## src/logic/reset_seq_pkg.sv

```systemverilog
// constants and types for the system reset sequencer
// Operation
// - The reset pin is a reset source only when the build-time pin option selects reset.
// - When enabled, the reset pin is active low and a low level resets the whole system.
// - Normal running happens only while the enabled reset pin stays high.
// - The pin reset acts both during power-up and during normal execution.
// - The sequence first waits, held in reset, until the pin is released high.
// - After release, every system register is loaded with its initial value.
// - Then an oscillator warm-up period passes before the system clock is delivered.
// - At the end of the sequence, fetch starts at program address zero.
// - A low-voltage detector trip asserts a system reset.
// - A watchdog overflow, after the program stopped clearing it, asserts a system reset.
// - After a watchdog reset completes the sequence, the device returns to normal mode.
// - While reset is active, execution halts and the PC is cleared; registers are forced until warm-up starts.
package reset_seq_pkg;

  // ---------------------------------------------------------------
  // timing
  // ---------------------------------------------------------------
  localparam int CLK_PERIOD_PS = 5000;
  localparam int INIT_CYCLES = 16;
  localparam int WARMUP_OSC_CLOCKS = 4096;
  localparam int WARMUP_CYCLES = WARMUP_OSC_CLOCKS;
  localparam int CNT_W = 13;
  localparam logic [11:0] RESET_VECTOR = 12'h000;

  // ---------------------------------------------------------------
  // types
  // ---------------------------------------------------------------
  typedef enum logic [2:0] {
    ST_WAIT_PIN,
    ST_INIT,
    ST_WARMUP,
    ST_RUN
  } seq_state_t;

  typedef struct packed {
    logic pin_reset;
    logic low_voltage;
    logic watchdog;
  } cause_t;

endpackage

```

## src/logic/system_reset_sequencer.sv

```systemverilog
// reset sequencer combining pin, low-voltage and watchdog resets
`timescale 1ns/100ps
module system_reset_sequencer #(
  parameter int WARMUP_LEN = reset_seq_pkg::WARMUP_CYCLES
) (
  input wire logic CLK,
  input wire logic RESET,
  input wire logic PIN_RESET_ENABLE,
  input wire logic EXT_RESET_N,
  input wire logic LOW_VOLTAGE_DETECTOR_TRIP,
  input wire logic WATCHDOG_OVERFLOW,
  output logic SYS_RESET,
  output logic REG_INIT,
  output logic CPU_CLK_ENABLE,
  output logic CPU_RUN,
  output logic [11:0] FETCH_ADDR,
  output reset_seq_pkg::cause_t LAST_CAUSE
);
  import reset_seq_pkg::*;

  // ---------------------------------------------------------------
  // pin synchroniser
  // ---------------------------------------------------------------
  logic pin_meta_q;
  logic pin_sync_q;

  always_ff @(posedge CLK) begin
    if (RESET) begin
      pin_meta_q <= 1'b0;
      pin_sync_q <= 1'b0;
    end else begin
      pin_meta_q <= EXT_RESET_N;
      pin_sync_q <= pin_meta_q;
    end
  end

  // pin low while enabled holds reset; disabled pin is ignored
  logic pin_hold;
  // a low pin asserts at once; release waits for both synchroniser stages to see high
  assign pin_hold = PIN_RESET_ENABLE & (~EXT_RESET_N | ~pin_sync_q);

  // a trip restarts the sequence from any state
  logic restart;
  assign restart = pin_hold | LOW_VOLTAGE_DETECTOR_TRIP | WATCHDOG_OVERFLOW;

  // ---------------------------------------------------------------
  // sequence state machine
  // ---------------------------------------------------------------
  seq_state_t state_q;
  seq_state_t state_d;
  logic [CNT_W-1:0] cnt_q;
  logic cnt_done;

  always_comb begin
    cnt_done = 1'b0;
    case (state_q)
      ST_INIT: cnt_done = (cnt_q == CNT_W'(INIT_CYCLES - 1));
      ST_WARMUP: cnt_done = (cnt_q == CNT_W'(WARMUP_LEN - 1));
      default: cnt_done = 1'b0;
    endcase
  end

  always_comb begin
    state_d = state_q;
    if (restart) begin
      state_d = ST_WAIT_PIN;
    end else begin
      case (state_q)
        ST_WAIT_PIN: state_d = ST_INIT;
        ST_INIT: if (cnt_done) state_d = ST_WARMUP;
        ST_WARMUP: if (cnt_done) state_d = ST_RUN;
        ST_RUN: state_d = ST_RUN;
        default: state_d = ST_WAIT_PIN;
      endcase
    end
  end

  always_ff @(posedge CLK) begin
    if (RESET) begin
      state_q <= ST_WAIT_PIN;
    end else begin
      state_q <= state_d;
    end
  end

  always_ff @(posedge CLK) begin
    if (RESET || state_d != state_q) begin
      cnt_q <= '0;
    end else if (state_q == ST_INIT || state_q == ST_WARMUP) begin
      cnt_q <= cnt_q + CNT_W'(1);
    end
  end

  // ---------------------------------------------------------------
  // outputs
  // ---------------------------------------------------------------
  always_ff @(posedge CLK) begin
    if (RESET) begin
      SYS_RESET <= 1'b1;
      REG_INIT <= 1'b1;
      CPU_CLK_ENABLE <= 1'b0;
      CPU_RUN <= 1'b0;
      FETCH_ADDR <= RESET_VECTOR;
    end else begin
      SYS_RESET <= (state_d != ST_RUN);
      REG_INIT <= (state_d == ST_INIT) | (state_d == ST_WAIT_PIN);
      CPU_CLK_ENABLE <= (state_d == ST_RUN);
      CPU_RUN <= (state_d == ST_RUN);
      if (state_d != ST_RUN) begin
        FETCH_ADDR <= RESET_VECTOR;
      end
    end
  end

  // cause of the latest reset, kept until the next one
  always_ff @(posedge CLK) begin
    if (RESET) begin
      LAST_CAUSE <= '0;
    end else if (restart) begin
      LAST_CAUSE <= '{pin_reset: pin_hold, low_voltage: LOW_VOLTAGE_DETECTOR_TRIP,
                      watchdog: WATCHDOG_OVERFLOW};
    end
  end

endmodule

```

## config.mk

```make
export PLATFORM = sky130hd
export DESIGN_NAME = system_reset_sequencer
export DESIGN_NICKNAME = d
export VERILOG_FILES = /design/src/logic/reset_seq_pkg.sv /design/src/logic/system_reset_sequencer.sv
export SDC_FILE = /design/constraint.sdc
export NUM_CORES = 1
export LEC_CHECK = 0
export BUFFER_PORTS_ARGS = -buffer_cell sky130_fd_sc_hd__buf_2
export CORE_MARGIN = 10
export CORE_UTILIZATION = 52
export CTS_CLUSTER_SIZE = 12
export DETAILED_ROUTE_END_ITERATION = 16
export PLACE_DENSITY = 0.77
export SKIP_CTS_REPAIR_TIMING = 1
export SYNTH_ARGS = -nofsm -noshare
export SYNTH_HDL_FRONTEND = slang
export SYNTH_SLANG_ARGS = --single-unit
```

## constraint.sdc

```tcl
create_clock -name CLK -period 2.5 [get_ports CLK]
set_input_delay 0.125 -clock CLK [delete_from_list [all_inputs] [get_ports CLK]]
set_output_delay 0.125 -clock CLK [all_outputs]
set_load 0.02 [all_outputs]
```

======== Word-level counts from Yosys, hierarchy flattened ========
Cells that the tools add are included.
storage, ports and cells
  flip-flop bits (word level) ............. 24
  input bits .............................. 6
  output and inout bits ................... 19
  word-level logic and storage cells ...... 36
operators by class
  $add $sub $neg .......................... 1
  equal/unequal tests ..................... 9
  mux-type cells .......................... 5
  bitwise logic cells ..................... 7
  reduce and logical (&&, ||, !) cells .... 4
operators by type and width
  operator                 number
  $add A13 B1 Y13 const B  1
  $eq A13 B12 Y1 const B   1
  $eq A13 B4 Y1 const B    1
  $pmux W3 S4              1
  $eq A3 B2 Y1 const B     3
  $mux W3                  3
  $eq A3 B1 Y1 const B     2
  $logic_not A3 Y1         2
  $or A1 B1 Y1             4
  $ne A3 B2 Y1 const B     1
  $ne A3 B3 Y1             1
  $logic_or A1 B1 Y1       2
  $not A1 Y1               2
  $pmux W1 S2              1
  $and A1 B1 Y1            1

======== Logic depth before layout (Yosys ltp) ========
Gate-level depths: netlist of the first run.
  depth in word-level cells ............... 8
  mapped depth ............................ 7
  depth with buffers taken out ............ 6

======== Worst setup path after synthesis of the first run ========
OpenSTA, ideal clock, no wires.
  path type ............................... reg-to-reg
  start point ............................. register cnt_q[6]
  end point ............................... register REG_INIT
  setup time .............................. 0.120 ns
  arrival time ............................ 1.655 ns
  data required time ...................... 2.380 ns
  path slack .............................. 0.725 ns
  cell stages (with the launch flop) ...... 6
  path buffers ............................ 0
  clock period less this slack ............ 1.775 ns
  cell sequence ........................... dfxtp_1 -> or4_1 -> or3_1 -> a21oi_2 -> a21oi_1 -> or2_1
on the way
  word-level cells in the longest chain between the ends .. 7
  elaborated cells on any way between the ends .. 10
  classes of those cells .................. eq/ne (3); mux (5); bitwise (1); reduce/logical (1)
ends and longest elaborated chain
  what                                                     RTL line                                                    source
  start, declared                                          system_reset_sequencer.sv:51                                logic [CNT_W-1:0] cnt_q;
  start signal, assigned                                   system_reset_sequencer.sv:90                                cnt_q <= cnt_q + CNT_W'(1);
  $eq A13 B12 Y1 / $eq A13 B4 Y1 (equally long branches)   system_reset_sequencer.sv:58, system_reset_sequencer.sv:57
  $pmux W1 S2 (*)                                          system_reset_sequencer.sv:56                                case (state_q)
  $mux W3, on equally long branches                        system_reset_sequencer.sv:71, system_reset_sequencer.sv:70
  $pmux W3 S4 (*)                                          system_reset_sequencer.sv:68                                case (state_q)
  $mux W3 (*)                                              system_reset_sequencer.sv:65                                if (restart) begin
  $eq A3 B1 Y1 / $logic_not A3 Y1 (equally long branches)  system_reset_sequencer.sv:106                               REG_INIT <= (state_d == ST_INIT) | (state_d == ST_WAIT_PIN);
  $or A1 B1 Y1 (*)                                         system_reset_sequencer.sv:106
  end signal, assigned                                     system_reset_sequencer.sv:106
  end, declared                                            system_reset_sequencer.sv:13                                output logic REG_INIT,
Mark *: on every way between the ends. The rest lies on a longest branch, timed or not.
A chain may end at the register's enable or synchronous reset.

======== Worst setup path in the final report of the first run ========
Ends and elaborated chain as after synthesis.

==> results of run 1 <==
## power by group
group          internal (uW)  leakage, uW  switching, uW
Sequential               388     0.000195           3.73
Clock                   89.0    0.0000210            112
Combinational           11.4     0.000259           34.2
Total                    488     0.000476            150
## flip-flops by register name, indices dropped and copies added (netlist names)
signal,flops
SYS_RESET,1
LAST_CAUSE,3
pin_meta_q,1
state_q,3
pin_sync_q,1
REG_INIT,1
cnt_q,13
CPU_RUN,1
## final timing paths
kind	startpoint	end	slack, ps	cells after the start
hold reg to reg	pin_meta_q	pin_sync_q	460	1
setup reg to reg	cnt_q[6]	REG_INIT	620	5
hold / removal	RESET	LAST_CAUSE[2]	40	2
setup / recovery	cnt_q[6]	REG_INIT	620	5
## metrics by stage
stage | instance area [um^2] | hold slack [ps] | instances | util [%] | setup slack [ps]
after floorplan | 1180 | 197 | 136 | - | 725
after global placement | 1160 | 349 | 161 | 57.5 | 663
after detailed placement | 1160 | 368 | 161 | 57.5 | 647
after CTS | 1200 | 20.7 | 165 | 59.3 | 633
after global routing | 1200 | 18.9 | 165 | 59.3 | 496
final | 1200 | 35.5 | 165 | 59.3 | 624
## kinds of logic (layout without fill, tap and decap cells)
kind of cell    count (synthesis)  count (layout)
compound gates                 23              23
buf+inv                        18              20
other cells                     1              13
xor+xnor                       13              13
mux                             1               1
flops                          24              24
simple gates                   43              43
fa+ha+maj                       1               1
## cell type report
class	count	area, um^2	area share, %
Multi-Input combinational cell	94	563	46.9
Sequential cell	24	480	40.0
Timing Repair Buffer	15	82.6	6.88
Clock buffer	4	36.3	3.02
Tap cell	27	33.8	2.82
Inverter	1	3.75	0.313
## worst max-delay path, cell delays in order, from the launching register on
cell	delay [ps]
dfxtp_1	360
or4_1	550
or3_1	400
a21oi_2	170
a21oi_1	100
or2_1	210
## metal layers
metal  share of wire [%]  vias up  GRT usage (%)
met4                 1.9        0           4.71
met2                  47       17           16.6
met1                  45      381           10.6
met3                 6.0        5           2.84
met5                   0        -              0
li1                    -      436              -
## Yosys cell counts, drive strengths merged
cell type  count  share of area (%)
or2            1               0.55
mux2i          1               0.88
nor2           8                2.6
o2111ai        1               0.77
or4            2                1.3
a21oi         19                8.7
o2111a         1               0.99
nor3           3                1.3
nor4b          2                1.5
conb           1               0.33
nand2          7                2.3
ha             1                1.1
nor2b          2                1.1
and2           1               0.55
nor4           2                1.1
nand3          3                1.3
and4           1               0.88
nand4b         1               0.77
xnor2          5                3.8
a21boi         1               0.66
or3            1               0.55
a41oi          1               0.77
dfxtp         24                 42
nor3b          3                2.0
inv            1               0.33
xor2           8                6.2
clkbuf         3                2.7
and3           3                1.8
nand4          3                1.6
buf           14                9.2
==> results.toml, run 1 <==
[grt]
grt_util_all_layers_pct = 9.69
grt_antenna_before_repair = 0
grt_pass1_vias = 803
grt-ovfl-total = 0
grt_pass1_wl_um = 3400
grt_max_degree = 14

[layout]
area_growth_pct = 5.38
final_common_cell = "dfxtp_1"
mostFrequentLayoutCells = "dfxtp_1 (24), a21oi_1 (18), conb_1 (13), buf_2 (12)"
diodes = 0
fillers = 194
nNetsFinal = 146
drive_gt1_share_pct = 15.9

[hold_path]
hp-class = "primary input to register"

[timing]
rsz0062_at_grt = "no"
timing.fmax_ghz = 0.533
finClkSkew_ps = 4.01
fin_tns_setup_ps = 0
worst_pin_slew_ps = 787
final-hold-violation-count = 0
fin_crit_sh_pct = 75.0
slew_headroom_pct = 47.1
fin_crit_ps = 1880
setup_viol = 0
maxSlewViolCount = 0

[yosys]
netlist_area_um2 = 1140
synth_area_per_cell_um2 = 9.18
synth_compound_area_share_pct = 11.9
ys_seq_area_share_pct = 42.2
yosys_warnings = 0
synth-simple-area-share_pct = 21.3
synth_top_family_by_area = "simple AND/OR/NAND/NOR gates"
synth-adder-area-share_pct = 1.10
synthMuxAreaShare_pct = 0.879
synth_cell_types = 33
synth_xor_area_share_pct = 10.0
synthCells = 124
ys_ff_latch = 24

[drt]
wl_per_cell_um = 12.3
drc = 0
drt_wl_total_um = 2020
vias = 839
drt_first_iter_violations = 19
avgViaCountPerCell = 5.08
dr.pass1.iters = 4
final_antenna_net_count = 0

[die]
initial_utilization_pct = 56.3
ios = 25
rows = 16
core_area_um2 = 2020
die_h_um = 66.8
die_x_um = 66.8
die-area_um2 = 4460

[clocking]
cts_buffers = 3
cts_sinks = 24
insertion_delay_ps = 310
ctsHtreeMaxLevel = 1
clock_path_buffers = 2
clockRootBuffer = "clkbuf_4"
clk_pin_slew_ps = 130
cts_tree = "built"

[setup_path]
crit_fanout = 4
cp.arrival_ps = 2090
crit_path_end_kind = "register"
crit_path_start_kind = "register"
crit_type = "register to register"
critical_path_required_ps = 2720

[pwr]
p_total_uw = 638
power.leakage_uw = 0.000476
power.density_nw_per_um2 = 532
ir_drop_mv = 0.370

[placement]
port_buffers = 12
dp.final_hpwl_um = 1540
place.gp.congestion = 0.871

[outcome]
status = "finished, final reports clean"

[flow_run]
maxCapViolations = 0
(Power assumes the default switching activity.)
==> inputs of run 2 (changes only) <==
CORE_UTILIZATION = 47   (was 52)
PLACE_DENSITY = 0.73   (was 0.77)
clock period = 1.7 ns   (was 2.5 ns; I/O delays follow)
==> run 2 against run 1 <==
The run now ends with negative hold slack, negative setup slack left. Final area increased by 18%. Core utilization increased by 3.5 points. Total power increased by 41%. Sequential cell count unchanged. Clock-buffer cell count decreased by 1. Clock skew increased by 1.6 ps. Critical endpoint unchanged. Largest power group unchanged. Highest routed layer unchanged.
==> results.toml, run 2 (synthesized netlist as in run 1, its figures left out) <==
[outcome]
status = "finished, violations left"
violations = "negative hold slack, negative setup slack"

[pwr]
p_int_uw = 680
p_comb_share_pct = 9.2
switching_share_pct = 24.3
p_total_uw = 898
p_switching_uw = 218
power_frac_seq_pct = 64.0
clockPowerShare_pct = 26.7
ir_drop_mv = 0.499
power.leakage_uw = 0.000597
power.density_nw_per_um2 = 634

[layout]
mostFrequentLayoutCells = "buf_4 (22), dfxtp_1 (21), a21oi_1 (16), conb_1 (13), buf_2 (12)"
top_register = "cnt_q"
final_common_cell = "buf_4"
largest_reg_flops = 13
drive_gt1_share_pct = 32.1
design_area_um2 = 1420
diodes = 0
reg.largest.list = "cnt_q x13, LAST_CAUSE x3, state_q x3"
nNetsFinal = 168
area_growth_pct = 24.4

[clocking]
ctsHtreeMaxLevel = 1
insertion_delay_ps = 310
cts_tree = "built"
cts_buffers = 3
clk_pin_slew_ps = 120
cts_sinks = 24
clock_path_buffers = 2
clockRootBuffer = "clkbuf_4"

[drt]
avgViaCountPerCell = 5.06
drt_wl_total_um = 2460
drt_first_iter_violations = 33
dr.pass1.iters = 4
vias = 947
drc = 0
final_antenna_net_count = 0
wl_per_cell_um = 13.2

[hold_path]
hold_end = "LAST_CAUSE[1]"
holdPathStages = 3
hp-class = "primary input to register"
min-delay-start = "LOW_VOLTAGE_DETECTOR_TRIP"

[setup_path]
critical_path_required_ps = 1910
crit_type = "register to register"
worstReg2RegStart = "cnt_q[11]"
r2r_cells = 5
crit_path_start_kind = "register"
crit_path_end_kind = "register"
crit_fanout = 3
timing.rr.end = "REG_INIT"
r2r_slack_ps = -160
cp.arrival_ps = 2070

[timing]
finClkSkew_ps = 5.58
timing.fmax_ghz = 0.538
holdWs_ps = -9.51
fin_crit_sh_pct = 109
fin_crit_ps = 1860
setup_viol = 17
maxSlewViolCount = 0
final-hold-violation-count = 1
rsz0062_at_grt = "yes"
fin_ws_ps = -159

[die]
rows = 17
die-area_um2 = 4790
initial_utilization_pct = 50.5
ios = 25
die_x_um = 69.2
die_h_um = 69.2
core_area_um2 = 2250

[grt]
grt_max_degree = 14
grt_antenna_before_repair = 0
grt_util_all_layers_pct = 9.90
grt_pass1_wl_um = 4130
grt-ovfl-total = 0
grt_pass1_vias = 950

[placement]
dp.final_hpwl_um = 1880
pre_cts_slack_ps = -307
port_buffers = 12
place_area_um2 = 1320
place.gp.congestion = 0.779

[flow_run]
maxCapViolations = 0
run 2: how the worst max path moves through the flow:
stage / start / to / slack [ps]
after floorplan: cnt_q[7] / REG_INIT / -60
after global placement: pin_sync_q / cnt_q[8] / -160
after detailed placement: pin_sync_q / cnt_q[10] / -310
after CTS: pin_sync_q / cnt_q[10] / -310
after global routing: cnt_q[11] / state_q[0] / -210
final: cnt_q[11] / REG_INIT / -160
run 2: stage by stage:
step / cells / util, % / hold slack, ps / setup TNS (ps)
floorplan: 136 / - / 157 / -113
detailed placement: 181 / 58.5 / 326 / -3730
CTS: 184 / 59.5 / -16.7 / -3990
global route: 187 / 62.8 / 6.19 / -2750
finish: 187 / 62.8 / -9.51 / -981
global placement: 181 / 58.5 / 315 / -2120
run 2: power groups by stage:
stage | Clock (uW) | Sequential [uW] | Combinational, uW
floorplan | 0 | 592 | 63.6
global placement | 0 | 587 | 70.5
detailed placement | 0 | 587 | 71.9
CTS | 248 | 575 | 72.0
global route | 273 | 576 | 90.1
finish | 240 | 575 | 83.1
run 2: cell type report:
class / count / area, um^2
multi-input combinational: 94 / 596
timing repair buffer: 37 / 275
sequential: 24 / 484
clock buffer: 3 / 22.5
fill: 212 / 838
tap: 28 / 35.0
inverter: 1 / 3.75
run 2: critical path, stage by stage (launching register included):
cell and delay, ps:
dfxtp_2 340, or4_4 530, or3_4 410, a21oi_4 190, a21oi_2 80, or2_1 210
run 2: routing by layer:
metal  routed length, um  share of wire, %  vias up  track usage (%)
met2                1160                47       22             15.4
met1                1130                46      438             11.7
met3                 127               5.2        5             3.57
met4                  40               1.6        0             4.66
met5                   0                 0        -                0
li1                    -                 -      482                -
==> inputs of run 3 (changes only) <==
MAX_ROUTING_LAYER = met4   (was default)
SKIP_LAST_GASP = 1   (was default)
==> run 3 against run 2 <==
The flow still finishes with violations (negative hold slack, negative setup slack). First-iteration DRC count grew 39%. Global-route usage increased by 0.29 points. Clock-buffer cell count is the same. Worst setup slack barely moved. Core utilization fell by 0.056 points. Via count stayed put. Clock power hardly changed. Critical path depth stayed put. Critical path type unchanged. Critical endpoint unchanged. Largest cell class unchanged. Highest routed layer unchanged.
==> results.toml, run 3 (synthesized netlist as in run 1, its figures left out) <==
[die]
core_area_um2 = 2250
die_x_um = 69.2
initial_utilization_pct = 50.5
die_h_um = 69.2
ios = 25
rows = 17
die-area_um2 = 4790

[timing]
finClkSkew_ps = 4.28
final-hold-violation-count = 1
fin_ws_ps = -159
timing.fmax_ghz = 0.538
holdWs_ps = -5.54
fin_tns_setup_ps = -546
rsz0062_at_grt = "yes"
setup_viol = 18
fin_crit_ps = 1860
maxSlewViolCount = 0
fin_crit_sh_pct = 109

[setup_path]
crit_type = "register to register"
crit_path_start_kind = "register"
critical_path_required_ps = 1900
crit_path_end_kind = "register"
cp.arrival_ps = 2060
crit_fanout = 3

[pwr]
power.leakage_uw = 0.000591
p_switching_uw = 216
power_frac_seq_pct = 64.2
p_int_uw = 680
p_comb_share_pct = 9.3
switching_share_pct = 24.1
clockPowerShare_pct = 26.5
ir_drop_mv = 0.499
power.density_nw_per_um2 = 633
p_total_uw = 896

[grt]
grt_max_degree = 14
grt-ovfl-total = 0
met1_usage_pct = 11.8
grt_busiest_layer = "met2"
grt_pass1_vias = 945
grt_util_all_layers_pct = 10.2
use_met3_pct = 3.57
grt_use_met2_pct = 15.4
grt_antenna_before_repair = 0
grt_pass1_wl_um = 4140

[drt]
avgViaCountPerCell = 5.09
drc = 0
wl_per_cell_um = 13.3
vias = 947
final_antenna_net_count = 0
drt_first_iter_violations = 46
drt_wl_total_um = 2470
dr.pass1.iters = 4

[clocking]
clockRootBuffer = "clkbuf_4"
clk_pin_slew_ps = 120
ctsHtreeMaxLevel = 1
cts_buffers = 3
cts_tree = "built"
insertion_delay_ps = 310
cts_sinks = 24
clock_path_buffers = 2

[placement]
port_buffers = 12
dp.final_hpwl_um = 1880
pre_cts_slack_ps = -307
place.gp.congestion = 0.790

[hold_path]
hp-class = "primary input to register"

[outcome]
violations = "negative hold slack, negative setup slack"
status = "finished, violations left"

[layout]
area_growth_pct = 24.3
drive_gt1_share_pct = 32.3
mostFrequentLayoutCells = "dfxtp_1 (21), buf_4 (21), a21oi_1 (16), conb_1 (13), buf_2 (12)"
reg.largest.list = "cnt_q x13, LAST_CAUSE x3, state_q x3"
fillers = 209
nNetsFinal = 167
largest_reg_flops = 13
diodes = 0
top_register = "cnt_q"
post-route-util_pct = 62.8

[flow_run]
maxCapViolations = 0
-- run 3: through the flow --
| stage | cells | cell area, um^2 |
|---|---|---|
| after detailed placement | 181 | 1320 |
| final | 186 | 1420 |
| after global routing | 186 | 1420 |
| after CTS | 184 | 1340 |
| after global placement | 181 | 1320 |
| after floorplan | 136 | 1180 |
-- run 3: path summary, 6_finish.rpt --
path / startpoint / to / slack [ps] / cells past startpoint
max reg2reg: cnt_q[11] / REG_INIT / -160 / 5
max: cnt_q[11] / REG_INIT / -160 / 5
min reg2reg: pin_meta_q / pin_sync_q / 470 / 1
min: LOW_VOLTAGE_DETECTOR_TRIP / LAST_CAUSE[1] / -6 / 3
-- run 3: layout make-up --
| type | count | area, um^2 | area share (%) |
|---|---|---|---|
| Timing Repair Buffer | 36 | 268 | 18.9 |
| Inverter | 1 | 3.75 | 0.265 |
| Multi-Input combinational cell | 94 | 602 | 42.5 |
| Sequential cell | 24 | 484 | 34.2 |
| Tap cell | 28 | 35.0 | 2.48 |
| Clock buffer | 3 | 22.5 | 1.59 |
-- run 3: critical path: stages (launching register included) --
cell and delay [ps]:
dfxtp_2 340, or4_4 530, or3_4 410, a21oi_4 190
a21oi_2 80, or2_1 210
-- run 3: power by group through the flow --
stage	combinational, uW	sequential (uW)	clock, uW
global route	90.7	576	273
detailed placement	71.9	587	0
floorplan	63.6	592	0
finish	83.5	575	237
global placement	70.5	587	0
CTS	72.0	575	248
-- run 3: metal layers --
layer / vias to the layer above / wire, um
li1: 480 / -
met1: 440 / 1120
met2: 23 / 1190
met3: 4 / 138
met4: 0 / 22
met5: - / 0
